**config.mk**
```make
export PLATFORM = sky130hd
export DESIGN_NAME = gpio_pin_control_sync
export DESIGN_NICKNAME = d
export VERILOG_FILES = /design/src/gpio_pin_control_sync.v
export VERILOG_INCLUDE_DIRS = /design/src
export SDC_FILE = /design/constraint.sdc
export NUM_CORES = 1
export LEC_CHECK = 0
export BUFFER_PORTS_ARGS = -buffer_cell sky130_fd_sc_hd__buf_2
export CAP_MARGIN = 10
export CORE_MARGIN = 2
export CORE_UTILIZATION = 23
export CTS_CLUSTER_DIAMETER = 150
export DETAILED_ROUTE_END_ITERATION = 8
export SYNTH_ARGS = -nofsm -noshare
export SYNTH_HDL_FRONTEND = slang
export SYNTH_SLANG_ARGS = --single-unit
```
**constraint.sdc**
```tcl
create_clock -name clk -period 1.9 [get_ports clk]
set_input_delay 0 -clock clk [delete_from_list [all_inputs] [get_ports clk]]
set_output_delay 0 -clock clk [all_outputs]
set_load 0.005 [all_outputs]
```
**src/gpio_port_map.vh**
```
// Register offsets, field positions and reset values of the GPIO port.
// Assumes inclusion by the port module; definitions only.
`ifndef GPIO_PORT_MAP_VH
`define GPIO_PORT_MAP_VH

`define ADDR_W 4

// Register offsets
`define OFF_DIRECTION 4'h0
`define OFF_OUTPUT_DATA 4'h1
`define OFF_INPUT_SAMPLE 4'h2
`define OFF_MCU_CONTROL 4'h3
`define OFF_IRQ_STATUS 4'h4
`define OFF_IRQ_CLEAR 4'h5
`define OFF_IRQ_ENABLE 4'h6

// Field positions in the control register
`define CTRL_PUD_BIT 0

// Reset values
`define RST_DIRECTION 8'h00
`define RST_OUTPUT_DATA 8'h00
`define RST_MCU_CONTROL 8'h00
`define RST_IRQ_STATUS 8'h00
`define RST_IRQ_ENABLE 8'h00
`define RST_INPUT_SAMPLE 8'h00

// Synchroniser delay figures, in half clock periods
`define SYNC_MIN_HALF 1
`define SYNC_MAX_HALF 3

`endif

```
**src/gpio_pin_control_sync.v**
```verilog
// Eight-pin general-purpose I/O port with pin synchroniser, sleep clamp
// and pin change interrupt flags.
// Assumes a single-cycle register port master on clk and a pad cell that
// resolves the pin level from pad_out, pad_oe_n and pullup_en.
// Assumes sleep_clamp comes from logic on clk; pad_in is asynchronous and
// only reaches registers through the per-pin synchroniser, apart from the
// clamp gate that sits ahead of it.
//
// Local design decisions: the address map and the address-and-strobe port.
`timescale 1ns/1ps
`include "gpio_port_map.vh"

module gpio_pin_control_sync #(
   parameter PINS = 8
) (
   input wire clk,
   input wire rstn,
   input wire [`ADDR_W-1:0] addr,
   input wire [7:0] wdata,
   input wire wr,
   input wire rd,
   output reg [7:0] rdata,
   input wire [PINS-1:0] pad_in,
   output reg [PINS-1:0] pad_out,
   output reg [PINS-1:0] pad_oe_n,
   output reg [PINS-1:0] pullup_en,
   input wire sleep_clamp,
   output reg irq
);

   function hit;
      input [`ADDR_W-1:0] a;
      input [`ADDR_W-1:0] off;
      begin
         hit = (a == off);
      end
   endfunction

   // Software-visible registers and their next values
   reg [PINS-1:0] port_direction_reg;
   reg [PINS-1:0] port_direction_next;
   reg [PINS-1:0] port_output_data_reg;
   reg [PINS-1:0] port_output_data_next;
   reg global_pullup_disable_reg;
   reg global_pullup_disable_next;

   // Interrupt flags and enables
   reg [PINS-1:0] irq_status_reg;
   reg [PINS-1:0] irq_status_next;
   reg [PINS-1:0] irq_enable_reg;
   reg [PINS-1:0] irq_enable_next;

   // Synchroniser stages
   reg [PINS-1:0] port_input_sample_reg;
   reg [PINS-1:0] sample_prev_reg;
   reg [PINS-1:0] sync_latch_reg;

   // Read path and pin-level signals
   reg [7:0] rdata_next;
   wire [PINS-1:0] digital_in;
   wire [PINS-1:0] clamp_on;
   wire [PINS-1:0] pin_change;

   // Digital input ahead of the synchroniser, clamped in deep sleep unless the pin's interrupt is enabled
   genvar i;
   generate
      for (i = 0; i < PINS; i = i + 1) begin : g_pin
         assign clamp_on[i] = sleep_clamp & ~irq_enable_reg[i];
         assign digital_in[i] = pad_in[i] & ~clamp_on[i];
      end
   endgenerate

   // Reset images, one bit per pin or field
   localparam [PINS-1:0] SAMPLE_RESET = `RST_INPUT_SAMPLE;
   localparam [7:0] CTRL_RESET = `RST_MCU_CONTROL;

   // Two-stage synchroniser per pin: the falling-edge stage stands in for a
   // latch open while clk is high, so its value is fixed when clk falls
   genvar j;
   generate
      for (j = 0; j < PINS; j = j + 1) begin : g_sync
         always @(negedge clk or negedge rstn) begin
            if (!rstn) begin
               sync_latch_reg[j] <= SAMPLE_RESET[j];
            end else begin
               sync_latch_reg[j] <= digital_in[j];
            end
         end

         // Second stage: the only reader of the first
         always @(posedge clk or negedge rstn) begin
            if (!rstn) begin
               port_input_sample_reg[j] <= SAMPLE_RESET[j];
            end else begin
               port_input_sample_reg[j] <= sync_latch_reg[j];
            end
         end

         // Previous sample, for change detection
         always @(posedge clk or negedge rstn) begin
            if (!rstn) begin
               sample_prev_reg[j] <= SAMPLE_RESET[j];
            end else begin
               sample_prev_reg[j] <= port_input_sample_reg[j];
            end
         end
      end
   endgenerate

   // Any level change of a sampled pin; clamp release shows as a rise, which
   // flags a high pin on wake even with its interrupt disabled
   generate
      for (i = 0; i < PINS; i = i + 1) begin : g_change
         assign pin_change[i] = port_input_sample_reg[i] ^ sample_prev_reg[i];
      end
   endgenerate

   // Direction register writes
   always @* begin
      port_direction_next = port_direction_reg;
      if (wr) begin
         if (hit(addr, `OFF_DIRECTION)) begin
            port_direction_next = wdata[PINS-1:0];
         end
      end
   end

   // Output data writes; ones written at the input sample offset toggle,
   // zeros there leave the bit alone
   always @* begin
      port_output_data_next = port_output_data_reg;
      if (wr) begin
         if (hit(addr, `OFF_OUTPUT_DATA)) begin
            port_output_data_next = wdata[PINS-1:0];
         end else if (hit(addr, `OFF_INPUT_SAMPLE)) begin
            port_output_data_next = port_output_data_reg ^ wdata[PINS-1:0];
         end
      end
   end

   // Control register writes: only the pull-up disable bit is kept
   always @* begin
      global_pullup_disable_next = global_pullup_disable_reg;
      if (wr) begin
         if (hit(addr, `OFF_MCU_CONTROL)) begin
            global_pullup_disable_next = wdata[`CTRL_PUD_BIT];
         end
      end
   end

   // Interrupt enable writes; an enabled pin also escapes the sleep clamp
   always @* begin
      irq_enable_next = irq_enable_reg;
      if (wr) begin
         if (hit(addr, `OFF_IRQ_ENABLE)) begin
            irq_enable_next = wdata[PINS-1:0];
         end
      end
   end

   // Status flags: write-one clear, but a change in the clearing cycle wins
   always @* begin
      irq_status_next = irq_status_reg;
      if (wr) begin
         if (hit(addr, `OFF_IRQ_CLEAR)) begin
            irq_status_next = irq_status_reg & ~wdata[PINS-1:0];
         end
      end
      irq_status_next = irq_status_next | pin_change;
   end

   // Read multiplexer; unmapped and write-only offsets read as zero
   function [7:0] read_word;
      input [`ADDR_W-1:0] a;
      input [PINS-1:0] dir_v;
      input [PINS-1:0] data_v;
      input [PINS-1:0] sample_v;
      input pud_v;
      input [PINS-1:0] status_v;
      input [PINS-1:0] enable_v;
      begin
         read_word = 8'h00;
         if (hit(a, `OFF_DIRECTION)) begin
            read_word[PINS-1:0] = dir_v;
         end else if (hit(a, `OFF_OUTPUT_DATA)) begin
            read_word[PINS-1:0] = data_v;
         end else if (hit(a, `OFF_INPUT_SAMPLE)) begin
            read_word[PINS-1:0] = sample_v;
         end else if (hit(a, `OFF_MCU_CONTROL)) begin
            read_word[`CTRL_PUD_BIT] = pud_v;
         end else if (hit(a, `OFF_IRQ_STATUS)) begin
            read_word[PINS-1:0] = status_v;
         end else if (hit(a, `OFF_IRQ_ENABLE)) begin
            read_word[PINS-1:0] = enable_v;
         end
      end
   endfunction

   // Read data, registered so that it stands only in the cycle after the strobe
   always @* begin
      rdata_next = 8'h00;
      if (rd) begin
         rdata_next = read_word(addr, port_direction_reg, port_output_data_reg, port_input_sample_reg,
                                global_pullup_disable_reg, irq_status_reg, irq_enable_reg);
      end
   end

   // Configuration registers
   always @(posedge clk or negedge rstn) begin
      if (!rstn) begin
         port_direction_reg <= `RST_DIRECTION;
         port_output_data_reg <= `RST_OUTPUT_DATA;
         global_pullup_disable_reg <= CTRL_RESET[`CTRL_PUD_BIT];
      end else begin
         port_direction_reg <= port_direction_next;
         port_output_data_reg <= port_output_data_next;
         global_pullup_disable_reg <= global_pullup_disable_next;
      end
   end

   // Interrupt flags and enables
   always @(posedge clk or negedge rstn) begin
      if (!rstn) begin
         irq_status_reg <= `RST_IRQ_STATUS;
         irq_enable_reg <= `RST_IRQ_ENABLE;
      end else begin
         irq_status_reg <= irq_status_next;
         irq_enable_reg <= irq_enable_next;
      end
   end

   // Level interrupt, high while an enabled flag is set
   always @(posedge clk or negedge rstn) begin
      if (!rstn) begin
         irq <= 1'b0;
      end else begin
         irq <= |(irq_status_next & irq_enable_next);
      end
   end

   // Read data register
   always @(posedge clk or negedge rstn) begin
      if (!rstn) begin
         rdata <= 8'h00;
      end else begin
         rdata <= rdata_next;
      end
   end

   // Pin modes by direction and data: 00 tri-state, 01 input with pull-up
   // unless globally disabled, 10 driven low, 11 driven high. Software must
   // step through an intermediate mode; the port does not enforce it.
   // Pull-up decode of one pin: input, data one, global disable clear
   function pullup_on;
      input dir_bit;
      input data_bit;
      input disable_bit;
      begin
         pullup_on = ~dir_bit & data_bit & ~disable_bit;
      end
   endfunction

   // Output enable of one pin, active low while the pin is driven
   function drive_off_n;
      input dir_bit;
      begin
         drive_off_n = ~dir_bit;
      end
   endfunction

   // Pad controls per pin, following the next register values so that the
   // pins move on the write edge itself
   genvar k;
   generate
      for (k = 0; k < PINS; k = k + 1) begin : g_pad
         always @(posedge clk or negedge rstn) begin
            if (!rstn) begin
               pad_out[k] <= 1'b0;
               pad_oe_n[k] <= 1'b1;
               pullup_en[k] <= 1'b0;
            end else begin
               pad_out[k] <= port_output_data_next[k];
               pad_oe_n[k] <= drive_off_n(port_direction_next[k]);
               pullup_en[k] <= pullup_on(port_direction_next[k], port_output_data_next[k],
                                         global_pullup_disable_next);
            end
         end
      end
   endgenerate

endmodule

```
==> results of run 1 <==
[report_power, final]
group	switching, mW	internal (mW)
Clock	0.684	1.09
Combinational	0.431	0.395
Sequential	0.183	2.09
[what timing repair did]
action | in CTS | in global routing
hold endpoints to repair | 95 | 0
endpoints found under the setup margin | 0 | 0
resized for setup | 0 | 0
buffers inserted | 0 | 0
hold buffers | 10 | 0
[routing by layer]
| metal | track usage | vias up | part of all wire |
|---|---|---|---|
| li1 | - | 1116 | - |
| met1 | 0.1516 | 1105 | 0.47 |
| met2 | 0.1626 | 59 | 0.44 |
| met3 | 0.04121 | 10 | 0.073 |
| met4 | 0.03933 | 0 | 0.015 |
| met5 | 0 | - | 0 |
[synth_stat cells (2+ instances only)]
cell | n | share of area
a21oi_1 | 9 | 0.014
o21a_1 | 3 | 0.0068
dfrtp_1 | 66 | 0.50
xnor2_1 | 7 | 0.018
buf_2 | 2 | 0.0030
a22o_1 | 10 | 0.026
xor2_1 | 9 | 0.024
a22oi_1 | 3 | 0.0068
inv_1 | 28 | 0.032
nor2_1 | 13 | 0.015
mux2i_1 | 10 | 0.030
a221oi_1 | 3 | 0.0079
o21ai_0 | 7 | 0.011
nand2_1 | 29 | 0.033
clkbuf_1 | 6 | 0.0068
and3_1 | 8 | 0.015
o211a_1 | 2 | 0.0060
a21boi_0 | 8 | 0.018
dfstp_2 | 8 | 0.063
mux2_2 | 8 | 0.027
dfrtn_1 | 8 | 0.060
nor3_1 | 3 | 0.0045
nor2b_1 | 2 | 0.0038
a41o_1 | 7 | 0.021
or2_2 | 2 | 0.0038
[cells by family (layout without fill, tap and decap cells)]
group                     after synthesis  in the layout
muxes                                  18             18
AOI/OAI and AO/OA                      57             57
xor gates and xnor gates               16             16
DFF                                    82             82
buffers and inverters                  38            127
and+or+nand+nor                        65             65
[critical path, cell delays in order, from the launching register on]
cell     delay, ns
dfrtp_1       0.40
xor2_1        0.16
or2_2         0.32
a22o_1        0.20
or4_1         0.49
[worst paths after layout]
kind / depth (start not counted) / to / from / slack (ns)
setup / recovery: 4 / irq / port_input_sample_reg[7] / 0.20
setup reg to reg: 4 / irq / port_input_sample_reg[7] / 0.20
max in group asynchronous: 2 / sync_latch_reg[5] / rstn / 0.76
hold / removal: 2 / port_input_sample_reg[1] / rstn / 0.08
hold reg to reg: 0 / sample_prev_reg[0] / port_input_sample_reg[0] / 0.43
min in group clk: 3 / irq_status_reg[7] / addr[2] / 0.13
[stage by stage]
| stage | power (mW) | util | instances |
|---|---|---|---|
| after floorplan | 2.680 | - | 276 |
| after global placement | 3.092 | 0.2787 | 519 |
| after detailed placement | 3.124 | 0.2787 | 519 |
| after CTS | 4.945 | 0.3084 | 545 |
| after global routing | 5.122 | 0.3084 | 545 |
| final | 4.872 | 0.3084 | 545 |
[cell type report]
| class | count | area (um^2) | share of cell area |
|---|---|---|---|
| Timing Repair Buffer | 83 | 508.0 | 0.1177 |
| Clock buffer | 11 | 252.7 | 0.05858 |
| Clock inverter | 5 | 62.56 | 0.01450 |
| Multi-Input combinational cell | 156 | 1099 | 0.2546 |
| Tap cell | 180 | 225.2 | 0.05220 |
| Sequential cell | 82 | 2062 | 0.4780 |
| Inverter | 28 | 105.1 | 0.02436 |
==> impl_results.md, run 1 <==
* Drt wl/cell at 14.66 um
* EDFF count, synth at 0
* Die area at 15400 um^2
* Slew Viols, Final at 0
* Hpwl dp at 6064 um
* Total core area at 13990 um^2
* CTS clk-pin slew, worst paths at 0.06 ns
* Final period utilization at 0.8938
* Leakage Power at 2.205 nW
* Post-Synth Simple-Gate Area at 0.1015
* # DRC at 0
* Final nets at 385
* I/O Pins at 58
* Fin area at 4314 um^2
* Initial antenna violation count at 0
* XOR/XNOR Fraction of Synth Area at 0.04225
* Hold Fails Final Rpt at 0
* Clock sink count at 82
* Max Cap Violations at 0
* RSZ-0062 raised after global routing: false
* Combinational family with the most area after synthesis: compound AO/OA/AOI/OAI gates
* Ys flop type: dfrtp_1
* Most common cell after layout, fill and taps aside: dfrtp_1
* Starting Density at 0.2371
* Pin count of the biggest net entering global routing at 42
* Post-synth cell types at 40
* CTS Buffer Depth at 2
* Vias in the first global route at 2335
* Total global-route track usage at 0.1115
* Worst endpoint data arrival time at 1.91 ns
* Filler instances at 1446
* CTS H-Tree Depth at 3
* Crit path kind: reg -> reg
* Required time of the critical path at 2.11 ns
* Rows at 43
* Ant. Diodes at 0
* Synth warnings at 0
* CTS tree: done
* Hold WS at 0.07568 ns
* Cells after synthesis at 276
* Clk_skew at 0.007716 ns
* First-pass GRT wire length at 12700 um
* Vias at 2290
* Post-synthesis mux area share at 0.05734
* Type of the worst min-delay path: in -> async
* Synth Register Bits at 82
* Die Y at 124.1 um
* Compound-Gate Fraction of Synth Area at 0.1301
* Setup crit end kind: flop
* Root Buffer: clkbuf_16
* Final worst path period need at 1.698 ns
* Status: finished clean
* Area growth, synth to finish at 30.06%
* DR pass1 iterations at 4
* Share of cells above drive strength 1 at 0.3014
* Vias/cell at 4.202
* Post-synthesis sequential area ratio at 0.6217
* Max Clk Rate at 588.9 MHz
* Gr ovfl total at 0
* Maximum VDD drop at 546.8 uV
* Final WS setup at 0.2018 ns
* Clk_lat worst skew at 0.34 ns
* Startpoint Class: flop
* Setup_tns at 0 ns
* Die Width at 124.1 um
* Ys async rst share at 1.000
* IO buf count at 57
* Post-Synth Adder-Cell Area at 0
* Final setup violating endpoints at 0
* Slew HR at 0.6803
* Routed wire length at 7988 um
* Gpl congestion at 0.8286
* Avg Cell Area, Syn at 12.02 um^2
* Post-synth net total at 301
* Worst slack at placement at 0.1033 ns
* Commonest non-fill, non-tap cells in the layout: dfrtp_1, buf_2, nand2_1, inv_1, buf_4
* Crit path max fanout at 3
* 1st-iter DRT viols at 145
* Measured slew at the worst slew-check pin at 0.4795 ns
* Placed instance area at 3899 um^2
* CTS Buf Count at 9
* Final ANT Viol Nets at 0
* PwrDens at 1129 nW/um^2
* Synthesized area at 3317 um^2
No activity file was read; power rests on OpenSTA's default activity.
==> run 2: changes to the inputs <==
- CELL_PAD_IN_SITES_DETAIL_PLACEMENT: unset -> 1
- CELL_PAD_IN_SITES_GLOBAL_PLACEMENT: unset -> 1
- PLACE_DENSITY_LB_ADDON: unset -> 0.1
==> impl_results.md, run 2 (synthesis gave the netlist of run 1 again) <==
* Status: finished clean
* IO buf count at 57 (unchanged)
* I/O Pins at 58 (unchanged)
* Tot Pwr at 5.129 mW (+5.3%)
* # DRC at 0 (unchanged)
* Starting Density at 0.2371 (unchanged)
* Sw Share at 0.2535 (-0.01284)
* Fin util at 0.3122 (+0.003757)
* CTS Buffer Depth at 2 (unchanged)
* Final period utilization at 0.9094 (+0.01555)
* Most common cell after layout, fill and taps aside: dfrtp_1
* Clock group share of total power at 0.397 (+0.032)
* RSZ-0062 raised after global routing: false
* Post-placement cell count at 521 (+0.39%)
* Gpl congestion at 0.7262 (-12%)
* Total global-route track usage at 0.1286 (+0.01715)
* Measured slew at the worst slew-check pin at 0.4726 ns (-0.006881 ns)
* Crit path max fanout at 3 (unchanged)
* CTS clk-pin slew, worst paths at 0.06 ns (about the same)
* DR pass1 iterations at 4 (unchanged)
* 1st-iter DRT viols at 81 (-44%)
* Routed wire length at 8760 um (+9.7%)
* Final ANT Viol Nets at 0 (unchanged)
* Pin count of the biggest net entering global routing at 38 (-9.5%)
* Drt wl/cell at 16.01 um (+9.3%)
* Setup_tns at 0 ns (unchanged)
* Commonest non-fill, non-tap cells in the layout: dfrtp_1, buf_2, nand2_1, inv_1, buf_4
* Slew HR at 0.6849 (+0.004588)
* Setup crit end kind: flop
* Leakage Power at 2.243 nW (+1.7%)
* Total net switching power at 1.300 mW (+0.21%)
* Clk_lat worst skew at 0.34 ns (about the same)
* CTS tree: done
* Power share of the sequential group at 0.442 (-0.024)
* CTS H-Tree Depth at 3 (unchanged)
* Gr ovfl total at 0 (unchanged)
* Worst endpoint data arrival time at 1.94 ns (+0.03 ns)
* Ant. Diodes at 0 (unchanged)
* CTS Buf Count at 9 (unchanged)
* Hold WS at 0.1524 ns (+0.07676 ns)
* Fin cells at 547 (+0.37%)
* Vias/cell at 4.181 (-0.50%)
* Die Width at 124.1 um (unchanged)
* Total core area at 13990 um^2 (unchanged)
* Final worst path period need at 1.728 ns (+0.02955 ns)
* Final nets at 387 (+0.52%)
* Die Y at 124.1 um (unchanged)
* Maximum VDD drop at 408.6 uV (-25%)
* Root Buffer: clkbuf_16
* Clock sink count at 82 (unchanged)
* Hpwl dp at 6446 um (+6.3%)
* # hold bufs at CTS at 10 (unchanged)
* Share of cells above drive strength 1 at 0.3052 (+0.003807)
* Logic pwr share at 0.161 (-0.009)
* Cell Int Power at 3.829 mW (+7.1%)
* Die area at 15400 um^2 (unchanged)
* Area growth, synth to finish at 31.65%
* Type of the worst min-delay path: in -> async
* Post_cts resized at 0 (unchanged)
* Hold Fails Final Rpt at 0 (unchanged)
* First-pass GRT wire length at 14200 um (+12%)
* Vias at 2287 (-0.13%)
* PwrDens at 1175 nW/um^2 (+4.0%)
* Required time of the critical path at 2.11 ns (about the same)
* Clk_skew at 0.006200 ns (-0.001516 ns)
* Startpoint Class: flop
* Slew Viols, Final at 0 (unchanged)
* Crit path kind: reg -> reg
* Rows at 43 (unchanged)
* Final setup violating endpoints at 0 (unchanged)
* Setup Fix Bufs, Post-CTS at 0 (unchanged)
* Initial antenna violation count at 0 (unchanged)
* Max Cap Violations at 0 (unchanged)
* Vias in the first global route at 2466 (+5.6%)
* Max Clk Rate at 578.8 MHz (-1.7%)
-- run 2: cell count changes in the layout (fill, tap and decap cells not counted) --
cell	delta
buf_4	+2
bufinv_16	+2
clkinv_2	+2
clkinv_4	-2
clkinvlp_4	-2
-- run 2: power groups by stage --
stage | Clock [mW] | Combinational (mW) | Sequential [mW]
6_report | 2.03 | 0.825 | 2.27
3_3_place_gp | 0 | 0.830 | 2.30
3_5_place_dp | 0 | 0.829 | 2.30
2_1_floorplan | 0 | 0.407 | 2.27
5_1_grt | 2.18 | 0.956 | 2.32
4_1_cts | 2.10 | 0.849 | 2.28
-- run 2: layer usage --
| layer | up-vias | part of all wire | global-route usage |
|---|---|---|---|
| met3 | 11 | 0.030 | 0.02335 |
| met4 | 0 | 0.023 | 0.06742 |
| li1 | 1126 | - | - |
| met2 | 40 | 0.44 | 0.1865 |
| met5 | - | 0 | 0 |
| met1 | 1110 | 0.51 | 0.1818 |
-- run 2: through the flow --
step	worst slack (ns)	instance area (um^2)
floorplan	0.2093	3317
global placement	0.1297	3914
detailed placement	0.1008	3914
CTS	0.1504	4367
global route	0.09728	4367
finish	0.1722	4367
-- run 2: final cells by class --
type / count / area (um^2)
Inverter: 28 / 105.1
Timing Repair Buffer: 85 / 523.0
Multi-Input combinational cell: 156 / 1099
Fill cell: 1581 / 9622
Sequential cell: 82 / 2062
Clock inverter: 5 / 100.1
Clock buffer: 11 / 252.7
Tap cell: 180 / 225.2
-- run 2: path summary, 6_finish.rpt --
path | from | to | slack (ns) | cells past startpoint
worst min-delay path | rstn | port_input_sample_reg[3] | 0.15 | 2
max in group asynchronous | rstn | sync_latch_reg[4] | 0.56 | 2
worst max-delay path | port_input_sample_reg[7] | irq | 0.17 | 4
worst max register to register | port_input_sample_reg[7] | irq | 0.17 | 4
min in group clk | wr | pad_oe_n[1] | 0.20 | 4
worst min register to register | port_input_sample_reg[7] | sample_prev_reg[7] | 0.42 | 0
-- run 2: critical path, stage by stage, from the launching register on --
cell,delay [ns]
dfrtp_1,0.40
xor2_1,0.16
or2_2,0.32
a22o_1,0.21
or4_1,0.52
==> run 3: changes to the inputs <==
==> constraint.sdc (replaced) <==
create_clock -name clk -period 1.9 [get_ports clk]
set_input_delay 0.285 -clock clk [delete_from_list [all_inputs] [get_ports clk]]
set_output_delay 0.285 -clock clk [all_outputs]
set_load 0.005 [all_outputs]
==> impl_results.md, run 3 (synthesis gave the netlist of run 1 again) <==
* Vias/cell at 4.298 (+2.8%)
* Die Width at 124.1 um (unchanged)
* PwrDens at 1122 nW/um^2 (-4.5%)
* Final nets at 384 (-0.78%)
* CTS clk-pin slew, worst paths at 0.06 ns (about the same)
* Clk_skew at 0.008455 ns (+0.002255 ns)
* Slew Viols, Final at 0 (unchanged)
* Clk_lat worst skew at 0.34 ns (about the same)
* Maximum VDD drop at 349.8 uV (-14%)
* Crit path kind: reg -> reg
* RSZ-0062 raised after global routing: false
* Routed wire length at 8765 um (about the same)
* Final worst path period need at 1.700 ns (-0.02807 ns)
* Hold depth at 2
* CTS tree: done
* Hold WS at 0.2274 ns (+0.07493 ns)
* Initial antenna violation count at 0 (unchanged)
* Gpl congestion at 0.7285 (+0.32%)
* CTS H-Tree Depth at 3 (unchanged)
* Hold Startpoint: wdata[5]
* Register Area at 2062 um^2 (unchanged)
* Filler instances at 1584 (+0.19%)
* Type of the worst min-delay path: in -> reg
* Drt wl/cell at 16.11 um (+0.61%)
* R2r endpoint: irq
* Register-to-Register Path Depth at 4 (unchanged)
* Ant. Diodes at 0 (unchanged)
* CTS Buffer Depth at 2 (unchanged)
* Final period utilization at 0.8946 (-0.01477)
* # DRC at 0 (unchanged)
* DR pass1 iterations at 4 (unchanged)
* Required time of the critical path at 2.11 ns (about the same)
* Vias at 2338 (+2.2%)
* CP startpoint: port_input_sample_reg[7]
* I/O Pins at 58 (unchanged)
* Total global-route track usage at 0.1288 (+0.0001972)
* Hold Fails Final Rpt at 0 (unchanged)
* CTS Buf Count at 9 (unchanged)
* Die Y at 124.1 um (unchanged)
* Area occupied by multi-input gates at 1109 um^2 (+0.91%)
* Fin area at 4292 um^2 (-1.7%)
* Area growth, synth to finish at 29.39%
* Total core area at 13990 um^2 (unchanged)
* Max Clk Rate at 588.3 MHz (+1.7%)
* Setup crit end kind: flop
* Vias in the first global route at 2540 (+3.0%)
* Rows at 43 (unchanged)
* Most common cell after layout, fill and taps aside: dfrtp_1
* Share of cells above drive strength 1 at 0.3214 (+0.01625)
* Commonest non-fill, non-tap cells in the layout: dfrtp_1, buf_2, nand2_1, inv_1, buf_4
* Gr ovfl total at 0 (unchanged)
* Critical R2R Launch: port_input_sample_reg[7]
* Hpwl dp at 6717 um (+4.2%)
* Post_cts resized at 0 (unchanged)
* Max Cap Violations at 0 (unchanged)
* Measured slew at the worst slew-check pin at 0.3778 ns (-0.09483 ns)
* Pin count of the biggest net entering global routing at 29 (-24%)
* Placed instance area at 3994 um^2 (+2.0%)
* 1st-iter DRT viols at 111 (+37%)
* Status: finished clean
* Starting Density at 0.2371 (unchanged)
* Final setup violating endpoints at 0 (unchanged)
* Startpoint Class: flop
* Root Buffer: clkbuf_16
* Slew HR at 0.7475 (+0.06261)
* First-pass GRT wire length at 14310 um (+0.77%)
* Final ANT Viol Nets at 0 (unchanged)
* Hold Crit Endpoint: pad_oe_n[5]
* Crit path max fanout at 3 (unchanged)
* Die area at 15400 um^2 (unchanged)
* Clock sink count at 82 (unchanged)
* Leakage Power at 2.207 nW (-1.6%)
* Reg2reg setup slack at 0.20 ns (+0.03 ns)
* IO buf count at 57 (unchanged)
* Worst endpoint data arrival time at 1.91 ns (-0.03 ns)
run 3: changes by cell type in the layout (fill, tap and decap cells not counted):
cell	before	now
buf_12	0	2
buf_4	19	23
bufinv_16	3	1
clkbuf_1	0	2
clkbuf_8	2	0
clkinvlp_4	0	2
dlygate4sd3_1	10	1
mux2_2	8	6
mux2_4	0	2
nor2b_1	2	1
nor2b_2	0	1
run 3: what timing repair did:
action,CTS,global route
buffers inserted,0,0
hold buffers,1,0
endpoints found under the hold margin,9,0
run 3: worst max path at each step:
stage | cells after the start | slack [ns] | to
floorplan | 7 | -0.04 | irq
detailed placement | 6 | -0.12 | irq
finish | 4 | 0.20 | irq
CTS | 4 | 0.19 | irq
global placement | 6 | -0.1 | irq
global route | 4 | 0.16 | irq
run 3: per-layer routing:
layer  share of wire  track usage  routed length, um
met5               0            0                  0
met4           0.022      0.06531                195
met3           0.031      0.02701                272
met2            0.44       0.1868               3845
met1            0.51       0.1808               4452
run 3: layout make-up:
type	instances	share of cell area
clock buffer	11	0.05423
inverter	28	0.02449
tap	180	0.05248
timing repair buffer	82	0.1172
sequential	82	0.4805
clock inverter	5	0.01283
multi-input combinational	156	0.2583
run 3: critical path: stages, from the launching register on:
cell and delay (ns):
dfrtp_1 0.40, xor2_1 0.16, or2_2 0.31, a22o_1 0.20, or4_1 0.50
run 3: per-stage QoR:
stage | worst slack, ns | total power, mW | setup TNS [ns] | util | cells
after floorplan | -0.03816 | 2.689 | -0.03816 | - | 276
after global placement | -0.09582 | 3.155 | -0.09582 | 0.2855 | 527
after detailed placement | -0.1173 | 3.176 | -0.1173 | 0.2855 | 527
after CTS | 0.1875 | 4.909 | 0 | 0.3068 | 544
after global routing | 0.1598 | 5.126 | 0 | 0.3068 | 544
final | 0.2003 | 4.814 | 0 | 0.3068 | 544
run 3: report_power, final:
part	total [mW]	internal [mW]	switching, mW
logic	0.845	0.410	0.434
clock network	1.70	1.01	0.686
registers	2.27	2.09	0.184
total	4.81	3.51	1.30
